### src/can_xcvr_pkg.sv
// constants and types for the transceiver mode and wake control
// assumes a single 50 MHz clock shared by every user of this package
package can_xcvr_pkg;

	typedef enum logic [3:0]
	{
		C_INIT,
		C_NORMAL,
		C_STOP,
		C_SLEEP,
		C_RESTART,
		C_FAILSAFE,
		C_SW_FLASH,
		C_SW_DEV,
		C_FACTORY_FLASH
	} chip_mode_type;

	typedef enum logic [1:0]
	{
		X_OFF,
		X_WAKE,
		X_NORMAL,
		X_RXONLY
	} xcvr_mode_type;

	// clock
	localparam int CLK_PERIOD_NS       = 20;
	localparam int CLK_FREQ_KHZ        = 50000;

	// wake filter: activity must last longer than this
	localparam int WAKE_FILTER_TIME_NS = 1000;
	localparam int WAKE_FILT_CYC       = (WAKE_FILTER_TIME_NS + CLK_PERIOD_NS - 1) / CLK_PERIOD_NS;
	localparam int FILT_W              = $clog2(WAKE_FILT_CYC + 1);

	// highest bus data rate, used to pace the monitor sampler
	localparam int MAX_RATE_KBAUD      = 1000;
	localparam int BAUD_CYC            = CLK_FREQ_KHZ / MAX_RATE_KBAUD;
	localparam int BAUD_W              = $clog2(BAUD_CYC);

	// wake source register address
	localparam logic [2:0] WAKE_REG_ADDR = 3'h0;

	// reset values
	localparam logic ARMED_RST = 1'b1;
	localparam logic RXO_RST   = 1'b1;
	localparam logic INT_B_RST = 1'b1;

	// monitor fifo
	localparam int MON_W      = 2;
	localparam int MON_DEPTH  = 16;
	localparam int MON_RX_BIT = 1;
	localparam int MON_TX_BIT = 0;

endpackage

### src/can_transceiver_mode_wake_control.sv
// transceiver mode selection, bus wake detection and monitor fifo
// assumes chip mode, mode requests and bus levels are synchronous to clk
// Notes on behaviour
// - normal mode only by command, permitted chip modes
// - normal mode: bus follows the transmit input
// - receive level out; receive pin faults flagged
// - common-mode stabilization only normal or receive-only
// - wake-capable selectable; forced in fail-safe
// - wake-capable re-arms only after another mode
// - sleep wake: restart, supply up, rx low
// - wake only after activity outlasts filter time
// - sleep wake raises no interrupt; flag readable
// - stop wake: stay, interrupt, flag, rx low
// - never leaves stop mode on its own
// - fail-safe wake: flag, rx low, restart; restart-mode wake: flag, rx low
// - normal wake: stay, flag, interrupt, rx low
// - interrupt only when wake source unmasked
// - off: selectable, forced in init, ignores bus
// - paced for data rates up to 1 Mbaud
// - receive-only: driver off, receiver on
`timescale 1ns/1ps

module mon_fifo
#(
	parameter int W     = 2,
	parameter int DEPTH = 16
)
(
	input  wire logic         clk,       // system clock
	input  wire logic         rst_b,     // sync reset, active low
	input  wire logic [W-1:0] in_data,   // word to store
	input  wire logic         in_valid,  // word offered
	output logic              in_ready,  // space available
	output logic      [W-1:0] out_data,  // oldest word
	output logic              out_valid, // word available
	input  wire logic         out_ready  // drain accepts
);
	localparam int AW = $clog2(DEPTH);

	typedef struct packed
	{
		logic [AW:0] wr;
		logic [AW:0] rd;
	} fifo_state_type;

	fifo_state_type         st_r;
	fifo_state_type         st_nxt;
	logic           [W-1:0] mem_r [DEPTH];
	logic                   push;
	logic                   pop;

	assign in_ready  = (st_r.wr - st_r.rd) != (AW+1)'(DEPTH);
	assign out_valid = st_r.wr != st_r.rd;
	assign push      = in_valid && in_ready;
	assign pop       = out_valid && out_ready;
	assign out_data  = mem_r[st_r.rd[AW-1:0]];

	always_comb
	begin
		st_nxt = st_r;
		if (push)
			st_nxt.wr = st_r.wr + 1'b1;
		if (pop)
			st_nxt.rd = st_r.rd + 1'b1;
	end

	always_ff @(posedge clk)
	begin
		if (!rst_b)
			st_r <= '0;
		else
			st_r <= st_nxt;
		if (push)
			mem_r[st_r.wr[AW-1:0]] <= in_data;
	end
endmodule

module can_transceiver_mode_wake_control
#(
	parameter int MON_WIDTH = can_xcvr_pkg::MON_W,
	parameter int MON_DEP   = can_xcvr_pkg::MON_DEPTH
)
(
	input  wire logic                        clk,                // 50 MHz clock
	input  wire logic                        rst_b,              // sync reset, active low
	input  wire can_xcvr_pkg::chip_mode_type chip_mode,          // chip operating mode
	input  wire can_xcvr_pkg::xcvr_mode_type mode_req,           // requested transceiver mode
	input  wire logic                        mode_req_valid,     // request strobe
	input  wire logic                        wake_mask,          // 1 masks wake interrupt
	input  wire logic                        wake_flag_clear,    // clear wake flag and int
	input  wire logic                        rx_fault_clear,     // clear receive fault flag
	input  wire logic                        bus_transmit_input, // controller tx, 0 dominant
	input  wire logic                        bus_rx_level,       // receiver comparator out
	input  wire logic                        bus_activity,       // low-power wake receiver
	input  wire logic                        rx_pin_sense,       // receive pin readback
	output can_xcvr_pkg::xcvr_mode_type      xcvr_mode,          // current transceiver mode
	output logic                             mode_req_reject,    // request refused pulse
	output logic                             driver_enable,      // bus output stages on
	output logic                             receiver_enable,    // full receiver on
	output logic                             split_enable,       // common-mode output on
	output logic                             bus_drive_dominant, // drive bus dominant
	output logic                             bus_receive_output, // receive pin level
	output logic                             int_b,              // interrupt, active low
	output logic                             bus_wake_flag,      // sticky bus wake flag
	output logic                             rx_fault_flag,      // sticky rx pin fault
	output logic                             restart_req,        // go to restart pulse
	output logic                             mcu_supply_rail,    // supply rail enable
	output logic            [MON_WIDTH-1:0]  mon_data,           // sampled {rx, tx}
	output logic                             mon_valid,          // monitor word ready
	input  wire logic                        mon_ready           // monitor drain accepts
);
	import can_xcvr_pkg::*;

	typedef struct packed
	{
		xcvr_mode_type              mode;
		logic                       armed;
		logic                       wake_flag;
		logic                       int_pend;
		logic                       rx_hold;
		logic [FILT_W-1:0]          filt_cnt;
		logic                       restart;
		logic                       reject;
		logic                       rx_fault;
		logic                       drv;
		logic                       rxo;
		logic [BAUD_W-1:0]          baud_cnt;
		logic                       samp_pend;
		logic [MON_WIDTH-1:0]       samp_data;
		logic                       supply_ramp;
	} state_type;

	state_type st_r;
	state_type st_nxt;
	logic      wake_hit;
	logic      baud_tick;
	logic      fifo_in_ready;
	logic      low_power_chip;

	function automatic logic rx_active(input xcvr_mode_type m);
		rx_active = (m == X_NORMAL) || (m == X_RXONLY);
	endfunction

	function automatic logic mode_allowed(input chip_mode_type c, input xcvr_mode_type m,
		input logic armed);
		logic ok;
		ok = 1'b0;
		case (c)
			C_NORMAL:
				ok = 1'b1;
			C_STOP, C_SLEEP, C_RESTART:
				ok = (m == X_OFF) || (m == X_WAKE);
			C_SW_FLASH, C_SW_DEV:
				ok = (m == X_NORMAL);
			default:
				ok = 1'b0;
		endcase
		if (m == X_WAKE && !armed)
			ok = 1'b0;
		mode_allowed = ok;
	endfunction

	// off mode never counts, so bus events are ignored there
	assign wake_hit       = (st_r.mode == X_WAKE) && st_r.armed && bus_activity
		&& (st_r.filt_cnt == FILT_W'(WAKE_FILT_CYC));
	assign baud_tick      = st_r.baud_cnt == BAUD_W'(BAUD_CYC - 1);
	assign low_power_chip = (chip_mode == C_SLEEP) || (chip_mode == C_FAILSAFE);

	always_comb
	begin
		st_nxt = st_r;
		st_nxt.restart = 1'b0;
		st_nxt.reject  = 1'b0;
		case (chip_mode)
			C_INIT, C_FACTORY_FLASH:
				st_nxt.mode = X_OFF;
			C_FAILSAFE:
				st_nxt.mode = X_WAKE;
			default:
			begin
				if (mode_req_valid)
				begin
					if (mode_allowed(chip_mode, mode_req, st_r.armed))
						st_nxt.mode = mode_req;
					else
						st_nxt.reject = 1'b1;
				end
			end
		endcase
		if (st_nxt.mode != X_WAKE)
			st_nxt.armed = 1'b1;
		if (st_r.mode == X_WAKE && st_r.armed && bus_activity)
		begin
			if (st_r.filt_cnt != FILT_W'(WAKE_FILT_CYC))
				st_nxt.filt_cnt = st_r.filt_cnt + 1'b1;
		end
		else
			st_nxt.filt_cnt = '0;
		if (wake_flag_clear)
		begin
			st_nxt.wake_flag = 1'b0;
			st_nxt.int_pend  = 1'b0;
		end
		if (!low_power_chip)
			st_nxt.supply_ramp = 1'b0;
		if (rx_active(st_nxt.mode))
			st_nxt.rx_hold = 1'b0;
		if (wake_hit)
		begin
			st_nxt.wake_flag = 1'b1;
			st_nxt.armed     = 1'b0;
			st_nxt.rx_hold   = 1'b1;
			if ((chip_mode == C_STOP || chip_mode == C_NORMAL) && !wake_mask)
				st_nxt.int_pend = 1'b1;
			// stop and normal stay put; only low-power modes restart
			if (low_power_chip)
			begin
				st_nxt.restart     = 1'b1;
				st_nxt.supply_ramp = 1'b1;
			end
		end
		st_nxt.drv = (st_r.mode == X_NORMAL) && !bus_transmit_input;
		if (st_nxt.rx_hold)
			st_nxt.rxo = 1'b0;
		else if (rx_active(st_r.mode))
			st_nxt.rxo = bus_rx_level;
		else
			st_nxt.rxo = 1'b1;
		if (rx_fault_clear)
			st_nxt.rx_fault = 1'b0;
		if (rx_active(st_r.mode) && (rx_pin_sense != st_r.rxo))
			st_nxt.rx_fault = 1'b1;
		st_nxt.baud_cnt = baud_tick ? '0 : st_r.baud_cnt + 1'b1;
		// sampler stalls while its word waits for fifo space
		if (st_r.samp_pend && fifo_in_ready)
			st_nxt.samp_pend = 1'b0;
		if (baud_tick && rx_active(st_r.mode) && !st_nxt.samp_pend)
		begin
			st_nxt.samp_pend = 1'b1;
			st_nxt.samp_data = '0;
			st_nxt.samp_data[MON_RX_BIT] = bus_rx_level;
			st_nxt.samp_data[MON_TX_BIT] = bus_transmit_input;
		end
	end

	always_ff @(posedge clk)
	begin
		if (!rst_b)
		begin
			st_r       <= '0;
			st_r.armed <= ARMED_RST;
			st_r.rxo   <= RXO_RST;
		end
		else
			st_r <= st_nxt;
	end

	mon_fifo
	#(
		.W     (MON_WIDTH),
		.DEPTH (MON_DEP)
	)
	u_fifo
	(
		.clk       (clk),
		.rst_b     (rst_b),
		.in_data   (st_r.samp_data),
		.in_valid  (st_r.samp_pend),
		.in_ready  (fifo_in_ready),
		.out_data  (mon_data),
		.out_valid (mon_valid),
		.out_ready (mon_ready)
	);

	assign xcvr_mode          = st_r.mode;
	assign mode_req_reject    = st_r.reject;
	assign driver_enable      = st_r.mode == X_NORMAL;
	assign receiver_enable    = rx_active(st_r.mode);
	assign split_enable       = rx_active(st_r.mode);
	assign bus_drive_dominant = st_r.drv;
	assign bus_receive_output = st_r.rxo;
	assign int_b              = !st_r.int_pend;
	assign bus_wake_flag      = st_r.wake_flag;
	assign rx_fault_flag      = st_r.rx_fault;
	assign restart_req        = st_r.restart;
	assign mcu_supply_rail    = !low_power_chip || st_r.supply_ramp;

	// helper: run length of bus activity
	logic [FILT_W:0] act_run_r;
	always_ff @(posedge clk)
	begin
		if (!rst_b || !bus_activity)
			act_run_r <= '0;
		else if (act_run_r != '1)
			act_run_r <= act_run_r + 1'b1;
	end
endmodule

### config.mk
export PLATFORM = sky130hd
export DESIGN_NAME = can_transceiver_mode_wake_control
export DESIGN_NICKNAME = d
export VERILOG_FILES = /design/src/can_xcvr_pkg.sv /design/src/can_transceiver_mode_wake_control.sv
export SDC_FILE = /design/constraint.sdc
export NUM_CORES = 1
export LEC_CHECK = 0
export BUFFER_PORTS_ARGS = -buffer_cell sky130_fd_sc_hd__buf_2
export CORE_MARGIN = 5
export CORE_UTILIZATION = 60
export CTS_BUF_LIST = sky130_fd_sc_hd__clkbuf_8
export CTS_CLUSTER_SIZE = 16
export DETAILED_ROUTE_END_ITERATION = 16
export PLACE_DENSITY = 0.81
export SYNTH_ARGS = -nofsm -noshare
export SYNTH_HDL_FRONTEND = slang
export SYNTH_HIERARCHICAL = 1
export SYNTH_SLANG_ARGS = --single-unit
### constraint.sdc
create_clock -name clk -period 3.3 [get_ports clk]
set_input_delay 0.165 -clock clk [delete_from_list [all_inputs] [get_ports clk]]
set_output_delay 0.165 -clock clk [all_outputs]
set_load 0.02 [all_outputs]
* After elaboration in Yosys (flattened, before gate mapping)
Memories as Yosys holds them, arrays and structs flattened. A register that Yosys moved wholly into a read port is not among the register bits. Index checks and enable logic that the tools add are counted.
Cells by class: add/subtract/negate cells 5, multiply operators 0, divide/modulo/power cells 0, $lt $le $gt $ge 0, equal/unequal tests 22, shifts and indexed selects 0, multiplexer cells 27, bitwise logic cells 2, reduce and logical (&&, ||, !) cells 36
Operator list (count):
- $mux 1 | 18
- $eq 4x3->1 const B | 4
- $add 6x1->6 const B | 2
- $eq 6x6->1 const B | 2
- $mux 4 | 3
- $logic_and 1x1->1 | 11
- $add 5x1->5 const B | 2
- $eq 2x2->1 const B | 5
- $eq 4x2->1 const B | 2
- $logic_not 1->1 | 6
- $logic_or 1x1->1 | 6
- $mux 2 | 3
- $ne 6x6->1 const B | 1
- $reduce_bool 2->1 | 3
- $reduce_or 2->1 | 3
- $reduce_or 3->1 | 2
- $ne 5x5->1 | 1
- $ne 5x5->1 const B | 1
- $reduce_or 5->1 | 1
- $sub 5x5->5 | 1
- $eq 2x1->1 const B | 2
- $eq 4x1->1 const B | 1
- $eq 4x4->1 const B | 1
- $logic_not 4->1 | 1
- 8 further kinds | 10
Storage, ports and cells: bits in registers 37, latch bits 0, RAM bits 32, bits in read-only memories 0, input bits 17, word-level logic and storage cells 110, memories 1
Memories:
- u_fifo.mem_r | words 16, width 2, rd ports 1, clocked after Yosys merged registers in 1, wr ports 1, line can_transceiver_mode_wake_control.sv:48 | logic [W-1:0] mem_r [DEPTH];

* Longest topological paths before layout
Gate-level depths: netlist (run 1).
depth in word-level cells 14, depth in mapped cells 13

* Hierarchy
The synthesis (run 1) kept the hierarchy.
By module, submodules not included:
- mon_fifo | times used 1, cells each 148, area each 2072.0 um^2, sequential area each 1241.2 um^2
- can_transceiver_mode_wake_control | times used 1, cells each 142, area each 1281.2 um^2, sequential area each 540.5 um^2

* Least setup slack after synthesis (run 1)
Ideal clock, no wire load.
path type reg-to-reg, start point register u_fifo/st_r[1] (netlist bit), end point memory u_fifo.mem_r[10][0], enable pin, setup time 298 ps, arrival 2003 ps, slack 999 ps, stages on the path, launching flop included 11, buffers on the path 2, period minus slack after synthesis 2301 ps, path through dfxtp_1 -> inv_1 -> ha_1 -> nor2b_4 -> o21a_1 -> o21a_1 -> o22a_1 -> buf_6 -> nor2_1 -> clkbuf_2 -> and3_1
On the way: cells in the longest elaborated chain, start to end 5
RTL lines:
- start, declared | line can_transceiver_mode_wake_control.sv:46 | fifo_state_type st_r;
- start signal, assigned | line can_transceiver_mode_wake_control.sv:72 | st_r <= st_nxt;
- $sub 5x5->5 | line can_transceiver_mode_wake_control.sv:52 | assign in_ready = (st_r.wr - st_r.rd) != (AW+1)'(DEPTH);
- $ne 5x5->1 | line can_transceiver_mode_wake_control.sv:52
- $logic_and 1x1->1 | line can_transceiver_mode_wake_control.sv:54 | assign push = in_valid && in_ready;
- $mux 1 | line can_transceiver_mode_wake_control.sv:73 | if (push)
- $mux 1 (implied by the code) | line can_transceiver_mode_wake_control.sv:74 | mem_r[st_r.wr[AW-1:0]] <= in_data;
- end, declared | line can_transceiver_mode_wake_control.sv:48
No other way between the ends.

==> out/qor.yml, run 1 <==
outcome:
  status: "completed"
worst_setup_path:
  r2r-start: "u_fifo/st_r[1]"
  startpoint_type: "flop"
  crit_type: "reg2reg"
  r2r_end: "st_r[1]"
  reg2reg_depth: 11
  crit_path_end_kind: "flop"
  r2r_slack_ns: 0.71
  crit_arrival_ns: 2.82
  cp.required_ns: 3.53
  cp_max_fo: 10
cells_and_area:
  syn2layout_area_growth_pct: 11.31
  fillerInstances: 436
  n_antenna_cell: 0
  fin_area_sq_mm: 0.003732
  layout-drive-gt1-share_pct: 20.80
  fin_nets: 352
floorplan:
  die_x_um: 84.76
  die_height_um: 84.76
  start_util_pct: 61.27
  die_area_sq_mm: 0.007183
  io_pins: 33
  core_sq_mm: 0.005473
  rows: 27
clock_tree:
  cts_tree: "built"
  holdBufCountCts: 0
  htree_levels: 3
  clk_pin_slew_ns: 0.07
  clk_latency_ns: 0.34
  cts_resized: 0
  cts-root-buf: "clkbuf_8"
  numCtsBuffers: 9
  postCtsSetupBuffers: 0
  clockBufferDepth: 2
  cts.sinks: 73
hold_path:
  hold_end: "bus_drive_dominant"
  hold_start: "bus_transmit_input"
  hold_depth: 2
  hold_path.class: "in2reg"
global_routing:
  overflow: 0
  grt_max_degree: 18
  grt_usage_pct: 18.40
  grt_pass1_wl_um: 10430
  grt_pass1_vias: 2223
  grt_antenna_before_repair: 0
synthesis:
  synth_top_cell_by_area: "edfxtp_1"
  synth_seq_cells: 73
  synth-seq-area-share_pct: 53.13
  synth_fp_nets: 320
  synth_ff_type: "dfxtp_1"
  synth_edf_count: 32
  synth_area_leaders: "edfxtp_1 29%, dfxtp_1 24%, mux4_2 6.7%, ha_1 4.9%, nor2_1 3.4%"
  ys_types: 55
  synthCells: 290
  async_reset_ff_share_pct: 0
  yosysTopAreaCellShare_pct: 28.66
  yosysWarnings: 6
  syn_avg_cell_area_sq_um: 11.56
  synth_area_sq_mm: 0.003353
placement:
  preCtsSetupSlack_ns: 0.7260
  place_area_sq_mm: 0.003537
  place_hpwl_um: 4564
  place.gp.congestion: 0.8312
  port_buffers: 32
detailed_routing:
  drt_iter0_markers: 108
  postRouteAntennaNets: 0
  via_count: 2244
  drc: 0
  routedWlPerCell_um: 15.47
  routed_wl_um: 6171
  dr.pass1.iters: 4
  viasPerCell: 5.624
power:
  p_leak_nw: 1.437
  peakVddDrop_mv: 0.2721
  power.density_mw_per_mm2: 450.7
timing:
  slew_headroom_pct: 60.93
  hold_violations: 0
  post-route-period-util_pct: 78.55
  fin_skew_ns: 0.01040
  max_freq_mhz: 385.8
  finalSetupViolations: 0
  layout_min_cycle_time_ns: 2.592
  tightest_slew_ns: 0.5848
  finalMaxSlewViolations: 0
  finalSetupTns_ns: 0
  setup_ws_ns: 0.7078
  rsz0062_at_grt: "no"
job:
  cap_violations: 0
==> cells in the mapped netlist (all sizes together) (9+ instances only) <==
cell type,n
inv,12
dfxtp,41
nand3,11
a21oi,12
and3,16
nor2b,9
xnor2,10
nand2,15
nor2,30
ha,13
mux4,10
edfxtp,32
==> where the power goes <==
group          leakage (nW)  internal (W)  switching, W
sequential            0.607      0.000940    0.00000497
combinational         0.739     0.0000266     0.0000377
clock                0.0912      0.000347      0.000326
==> layer usage <==
| layer | global-route usage, % | up-vias | wire (um) |
|---|---|---|---|
| met5 | 0 | - | 0 |
| met4 | 7.914 | 0 | 127 |
| met3 | 4.416 | 12 | 301 |
| met2 | 29.54 | 58 | 3001 |
| met1 | 23.77 | 1063 | 2742 |
| li1 | - | 1111 | - |
==> cell type report <==
type / instances / area [sq um] / share of cell area [%]
Multi-Input combinational cell: 191 / 1445 / 38.72
Inverter: 14 / 52.55 / 1.408
Timing Repair Buffer: 33 / 167.7 / 4.492
Sequential cell: 73 / 1782 / 47.74
Clock buffer: 9 / 123.9 / 3.319
Clock inverter: 7 / 71.32 / 1.911
Tap cell: 72 / 90.09 / 2.414
==> state kept, by name, summed over array words and instances (netlist names), named ones only <==
| name | flops |
|---|---|
| bus_receive_output | 1 |
| u_fifo/mem_r | 32 |
| bus_wake_flag | 1 |
| restart_req | 1 |
| mode_req_reject | 1 |
| st_r | 19 |
| rx_fault_flag | 1 |
| u_fifo/st_r | 10 |
| bus_drive_dominant | 1 |
| xcvr_mode | 2 |
==> layout by cell type, fill, tap and decap left out, drive strengths merged, types with 3 or more instances in the layout <==
cell type | Yosys | final
nor3b | 4 | 4
o21a | 3 | 3
xnor2 | 10 | 10
nor2 | 30 | 30
inv | 12 | 12
nand3 | 11 | 11
nor3 | 7 | 7
o21ai | 6 | 6
clkbuf | 6 | 9
clkinvlp | 0 | 3
buf | 6 | 33
mux4 | 10 | 10
xor2 | 8 | 8
and3 | 16 | 16
nand2 | 15 | 15
a21oi | 12 | 12
nor2b | 9 | 9
ha | 13 | 13
nand4 | 3 | 3
dfxtp | 41 | 41
clkinv | 2 | 5
edfxtp | 32 | 32
==> critical path, cell delays in order, from the launching register on <==
cell and delay (ns):
dfxtp_1 0.35, inv_1 0.07, ha_1 0.33, nor2b_4 0.16, o211ai_1 0.10, a2111oi_0 0.38
o22a_1 0.39, inv_1 0.11, nand2b_1 0.17, nand4_1 0.16, mux2i_1 0.22, nor2_1 0.05
==> worst max-delay path by stage <==
stage                    from             endpoint  slack [ns]  depth (start not counted)
5_1_grt        u_fifo/st_r[1]              st_r[1]        0.46                         11
4_1_cts        u_fifo/st_r[1]              st_r[1]        0.70                         11
2_1_floorplan  u_fifo/st_r[1]  u_fifo/mem_r[10][0]         1.0                         10
6_report       u_fifo/st_r[1]              st_r[1]        0.71                         11
3_5_place_dp   u_fifo/st_r[1]              st_r[1]        0.73                         11
3_3_place_gp   u_fifo/st_r[1]              st_r[1]        0.85                         11
==> per-stage QoR <==
stage / hold WS (ns) / utilization (%) / total power (W) / cells
after floorplan: 0.2411 / - / 0.001006 / 290
after global placement: 0.3791 / 64.63 / 0.001028 / 383
after detailed placement: 0.3772 / 64.63 / 0.001029 / 383
after CTS: 0.01021 / 68.20 / 0.001698 / 399
after global routing: 0.01169 / 68.20 / 0.001752 / 399
final: 0.02010 / 68.20 / 0.001682 / 399
==> kinds of logic after synthesis <==
family / count (synthesis) / synth area share [%]
buf+inv: 26 / 3.768
simple gates: 113 / 18.69
mux: 12 / 7.314
xor+xnor: 18 / 4.701
fa+ha+maj: 13 / 4.851
flops: 73 / 53.13
compound gates: 35 / 7.537
(Power assumes the default switching activity.)
==> run 2: changes to the inputs <==
--- a/config.mk
+++ b/config.mk
@@ -5,6 +5,7 @@
 export SDC_FILE = /design/constraint.sdc
 export NUM_CORES = 1
 export LEC_CHECK = 0
+export ABC_AREA = 1
 export BUFFER_PORTS_ARGS = -buffer_cell sky130_fd_sc_hd__buf_2
 export CORE_MARGIN = 5
 export CORE_UTILIZATION = 60
==> constraint.sdc (replaced) <==
create_clock -name clk -period 2.5 [get_ports clk]
set_input_delay 0.125 -clock clk [delete_from_list [all_inputs] [get_ports clk]]
set_output_delay 0.125 -clock clk [all_outputs]
set_load 0.02 [all_outputs]
==> run 2 against run 1 <==
Against the previous run: critical path depth unchanged; area after synthesis is 1.8% higher; worst setup slack got worse by 0.42 ns; maximum frequency increased by 17%; total power is 35% higher; sequential power grew 33%; non-clock buffer count up 2; flip-flop and latch count is the same; global-route usage rose by 1.5 points; via count increased by 20%; clock-buffer cell count is 1 higher; die area rose by 1.6%; largest cell class unchanged; highest routed layer unchanged.
==> out/qor.yml, run 2 <==
hold_path:
  hold_path.class: "in2reg"
cells_and_area:
  syn2layout_area_growth_pct: 11.11
  n_antenna_cell: 0  # unchanged
  fin_nets: 459  # +30%
  mostFrequentLayoutCells: "57 x nor2_1, 50 x inv_1, 50 x nand2_1"
  layout_commonest_cell: "nor2_1"
  seq_area_sq_mm: 0.001782  # unchanged
  layout-drive-gt1-share_pct: 14.75  # -6.0 points
  multi_input_area_sq_mm: 0.001359  # -6.0%
  largest_reg_flops: 32  # unchanged
  fillerInstances: 433  # -0.69%
  post-route-util_pct: 68.85  # +0.65 points
detailed_routing:
  wl_met2_um: 3343  # +11%
  drc: 0  # unchanged
  drt_iter0_markers: 184  # +70%
  routed_wl_um: 6863  # +11%
  dr.pass1.iters: 4  # unchanged
  route.layer.met1.wl_um: 3063  # +12%
  routedWlPerCell_um: 13.56  # -12%
  top_layer_used: "met4"
  postRouteAntennaNets: 0  # unchanged
  via_count: 2704  # +20%
  wl_met3_um: 389  # +29%
  viasPerCell: 5.344  # -5.0%
clock_tree:
  clockBufferDepth: 2  # unchanged
  cts_tree: "built"
  cts_resized: 0  # unchanged
  htree_levels: 3  # unchanged
  clk_latency_ns: 0.34  # about the same
  clk_pin_slew_ns: 0.07  # about the same
  cts.sinks: 73  # unchanged
  numCtsBuffers: 9  # unchanged
  cts-root-buf: "clkbuf_8"
power:
  peakVddDrop_mv: 0.3459  # +27%
  power.density_mw_per_mm2: 600.8  # +33%
  p_leak_nw: 1.479  # +2.9%
timing:
  finalSetupTns_ns: 0  # unchanged
  hold_violations: 0  # unchanged
  max_freq_mhz: 451.8  # +17%
  post-route-period-util_pct: 88.54  # +10 points
  finalSetupViolations: 0  # unchanged
  tightest_slew_ns: 0.5585  # -0.02633 ns
  fin_skew_ns: 0.01086  # +0.0004604 ns
  slew_headroom_pct: 62.72  # +1.8 points
  layout_min_cycle_time_ns: 2.213  # -0.3788 ns
  finalMaxSlewViolations: 0  # unchanged
  rsz0062_at_grt: "no"
placement:
  place_hpwl_um: 4753  # +4.1%
  place.gp.congestion: 0.7923  # -4.7%
  port_buffers: 32  # unchanged
floorplan:
  die_area_sq_mm: 0.007295  # +1.6%
  rows: 27  # unchanged
  die_height_um: 85.41  # +0.77%
  die_x_um: 85.41  # +0.77%
  start_util_pct: 61.96  # +0.69 points
  io_pins: 33  # unchanged
  core_sq_mm: 0.005507  # +0.62%
synthesis:
  async_reset_ff_share_pct: 0  # unchanged
  synth_area_leaders: "edfxtp_1 28%, dfxtp_1 24%, nor2_1 6.3%, inv_1 5.5%, nand2_1 5.5%"
  synth_fp_nets: 425  # +33%
  synth_seq_cells: 73  # unchanged
  yosysTopAreaCellShare_pct: 28.16  # -0.49 points
  synth_top_cell_by_area: "edfxtp_1"
  synthTopCellsByCount: "57 x nor2_1, 50 x inv_1, 50 x nand2_1, 41 x dfxtp_1, 32 x edfxtp_1"
  synth.most_common_cell: "nor2_1"
  yosysWarnings: 6  # unchanged
  syn_avg_cell_area_sq_um: 8.638  # -25%
  synthCells: 395  # +36%
  synth-seq-area-share_pct: 52.22  # -0.92 points
  synth_area_sq_mm: 0.003412  # +1.8%
  synth_edf_count: 32  # unchanged
  synth_ff_type: "dfxtp_1"
  ys_types: 33  # -40%
outcome:
  status: "completed"
worst_setup_path:
  cp.required_ns: 2.50  # -1.03 ns
  crit_path_end_kind: "flop"
  path_buf_inv: 1  # -1
  crit_arrival_ns: 2.22  # -0.60 ns
  path_cells: "inv_1, ha_1, nand2_1, nand2_1, nand2_1, nand2_1, nand2_1, nand2_1, nand2_2, nand2_4, nor3_1"
  startpoint_type: "flop"
  cpMostUsedCell: "nand2_1"
  cp_slowest_cell: "dfxtp_1"
  critPathTopFamily: "simple AND/OR/NAND/NOR gates"
  crit_type: "reg2reg"
  cpPeakStageDelay_ns: 0.36  # -0.03 ns
  cp_max_fo: 16  # +6
global_routing:
  grt_pass1_wl_um: 11560  # +11%
  grt_max_degree: 18  # unchanged
  grt_antenna_before_repair: 0  # unchanged
  grt_pass1_vias: 2615  # +18%
  overflow: 0  # unchanged
  grt_usage_pct: 19.86  # +1.5 points
job:
  cap_violations: 0  # unchanged
[run 2: where the power goes]
| group | leakage (nW) | internal [W] | switching, W |
|---|---|---|---|
| Sequential | 0.607 | 0.00125 | 0.0000177 |
| Clock | 0.0890 | 0.000388 | 0.000442 |
| Combinational | 0.783 | 0.0000658 | 0.000119 |
| Total | 1.48 | 0.00170 | 0.000578 |
[run 2: cell families (layout without fill, tap and decap cells)]
| kind of cell | Yosys count | after routing | share of synthesized area (%) |
|---|---|---|---|
| simple gates | 172 | 172 | 22.66 |
| flops | 73 | 73 | 52.22 |
| xor+xnor | 7 | 7 | 1.797 |
| fa+ha+maj | 13 | 13 | 4.767 |
| compound gates | 66 | 66 | 10.60 |
| buf+inv | 64 | 103 | 7.957 |
[run 2: cell type report]
type	count	area share (%)
inverter	52	5.149
clock buffer	10	3.630
tap	72	2.376
multi-input combinational	258	35.84
sequential	73	47.00
clock inverter	6	1.056
timing repair buffer	35	4.950
[run 2: final timing paths]
path / depth (start not counted) / start / slack, ns / end
hold reg to reg: 2 / st_r[0] / 0.47 / st_r[0]
setup reg to reg: 11 / u_fifo/st_r[1] / 0.29 / u_fifo/mem_r[7][0]
setup / recovery: 11 / u_fifo/st_r[1] / 0.29 / u_fifo/mem_r[7][0]
hold / removal: 4 / rx_fault_clear / 0.04 / rx_fault_flag
[run 2: worst register-to-register path: stages, from the launching register on]
cell	delay, ns
dfxtp_1	0.36
inv_1	0.07
ha_1	0.32
nand2_1	0.12
nand2_1	0.07
nand2_1	0.08
nand2_1	0.06
nand2_1	0.05
nand2_1	0.05
nand2_2	0.21
nand2_4	0.18
nor3_1	0.32
[run 2: metrics by stage]
| step | total power, W | hold slack [ns] | instance area, sq um | setup slack, ns | cells |
|---|---|---|---|---|---|
| after CTS | 0.002289 | 0.02145 | 3791 | 0.3121 | 506 |
| after detailed placement | 0.001471 | 0.3134 | 3593 | 0.3349 | 488 |
| after global routing | 0.002377 | 0.02902 | 3791 | 0.1027 | 506 |
| after floorplan | 0.001422 | 0.1941 | 3412 | 0.5977 | 395 |
| after global placement | 0.001464 | 0.3174 | 3593 | 0.4470 | 488 |
| final | 0.002278 | 0.04080 | 3791 | 0.2866 | 506 |
[run 2: what timing repair did]
item / CTS / global route
hold buffers: 2 / 0
endpoints found under the hold margin: 2 / 0
setup buffers: 0 / 0
[run 2: metal layers]
metal  vias to the layer above  track usage [%]
met5                         -                0
met1                      1235            24.02
met3                         6            5.437
met4                         0            6.619
met2                        78            34.11
li1                       1385                -
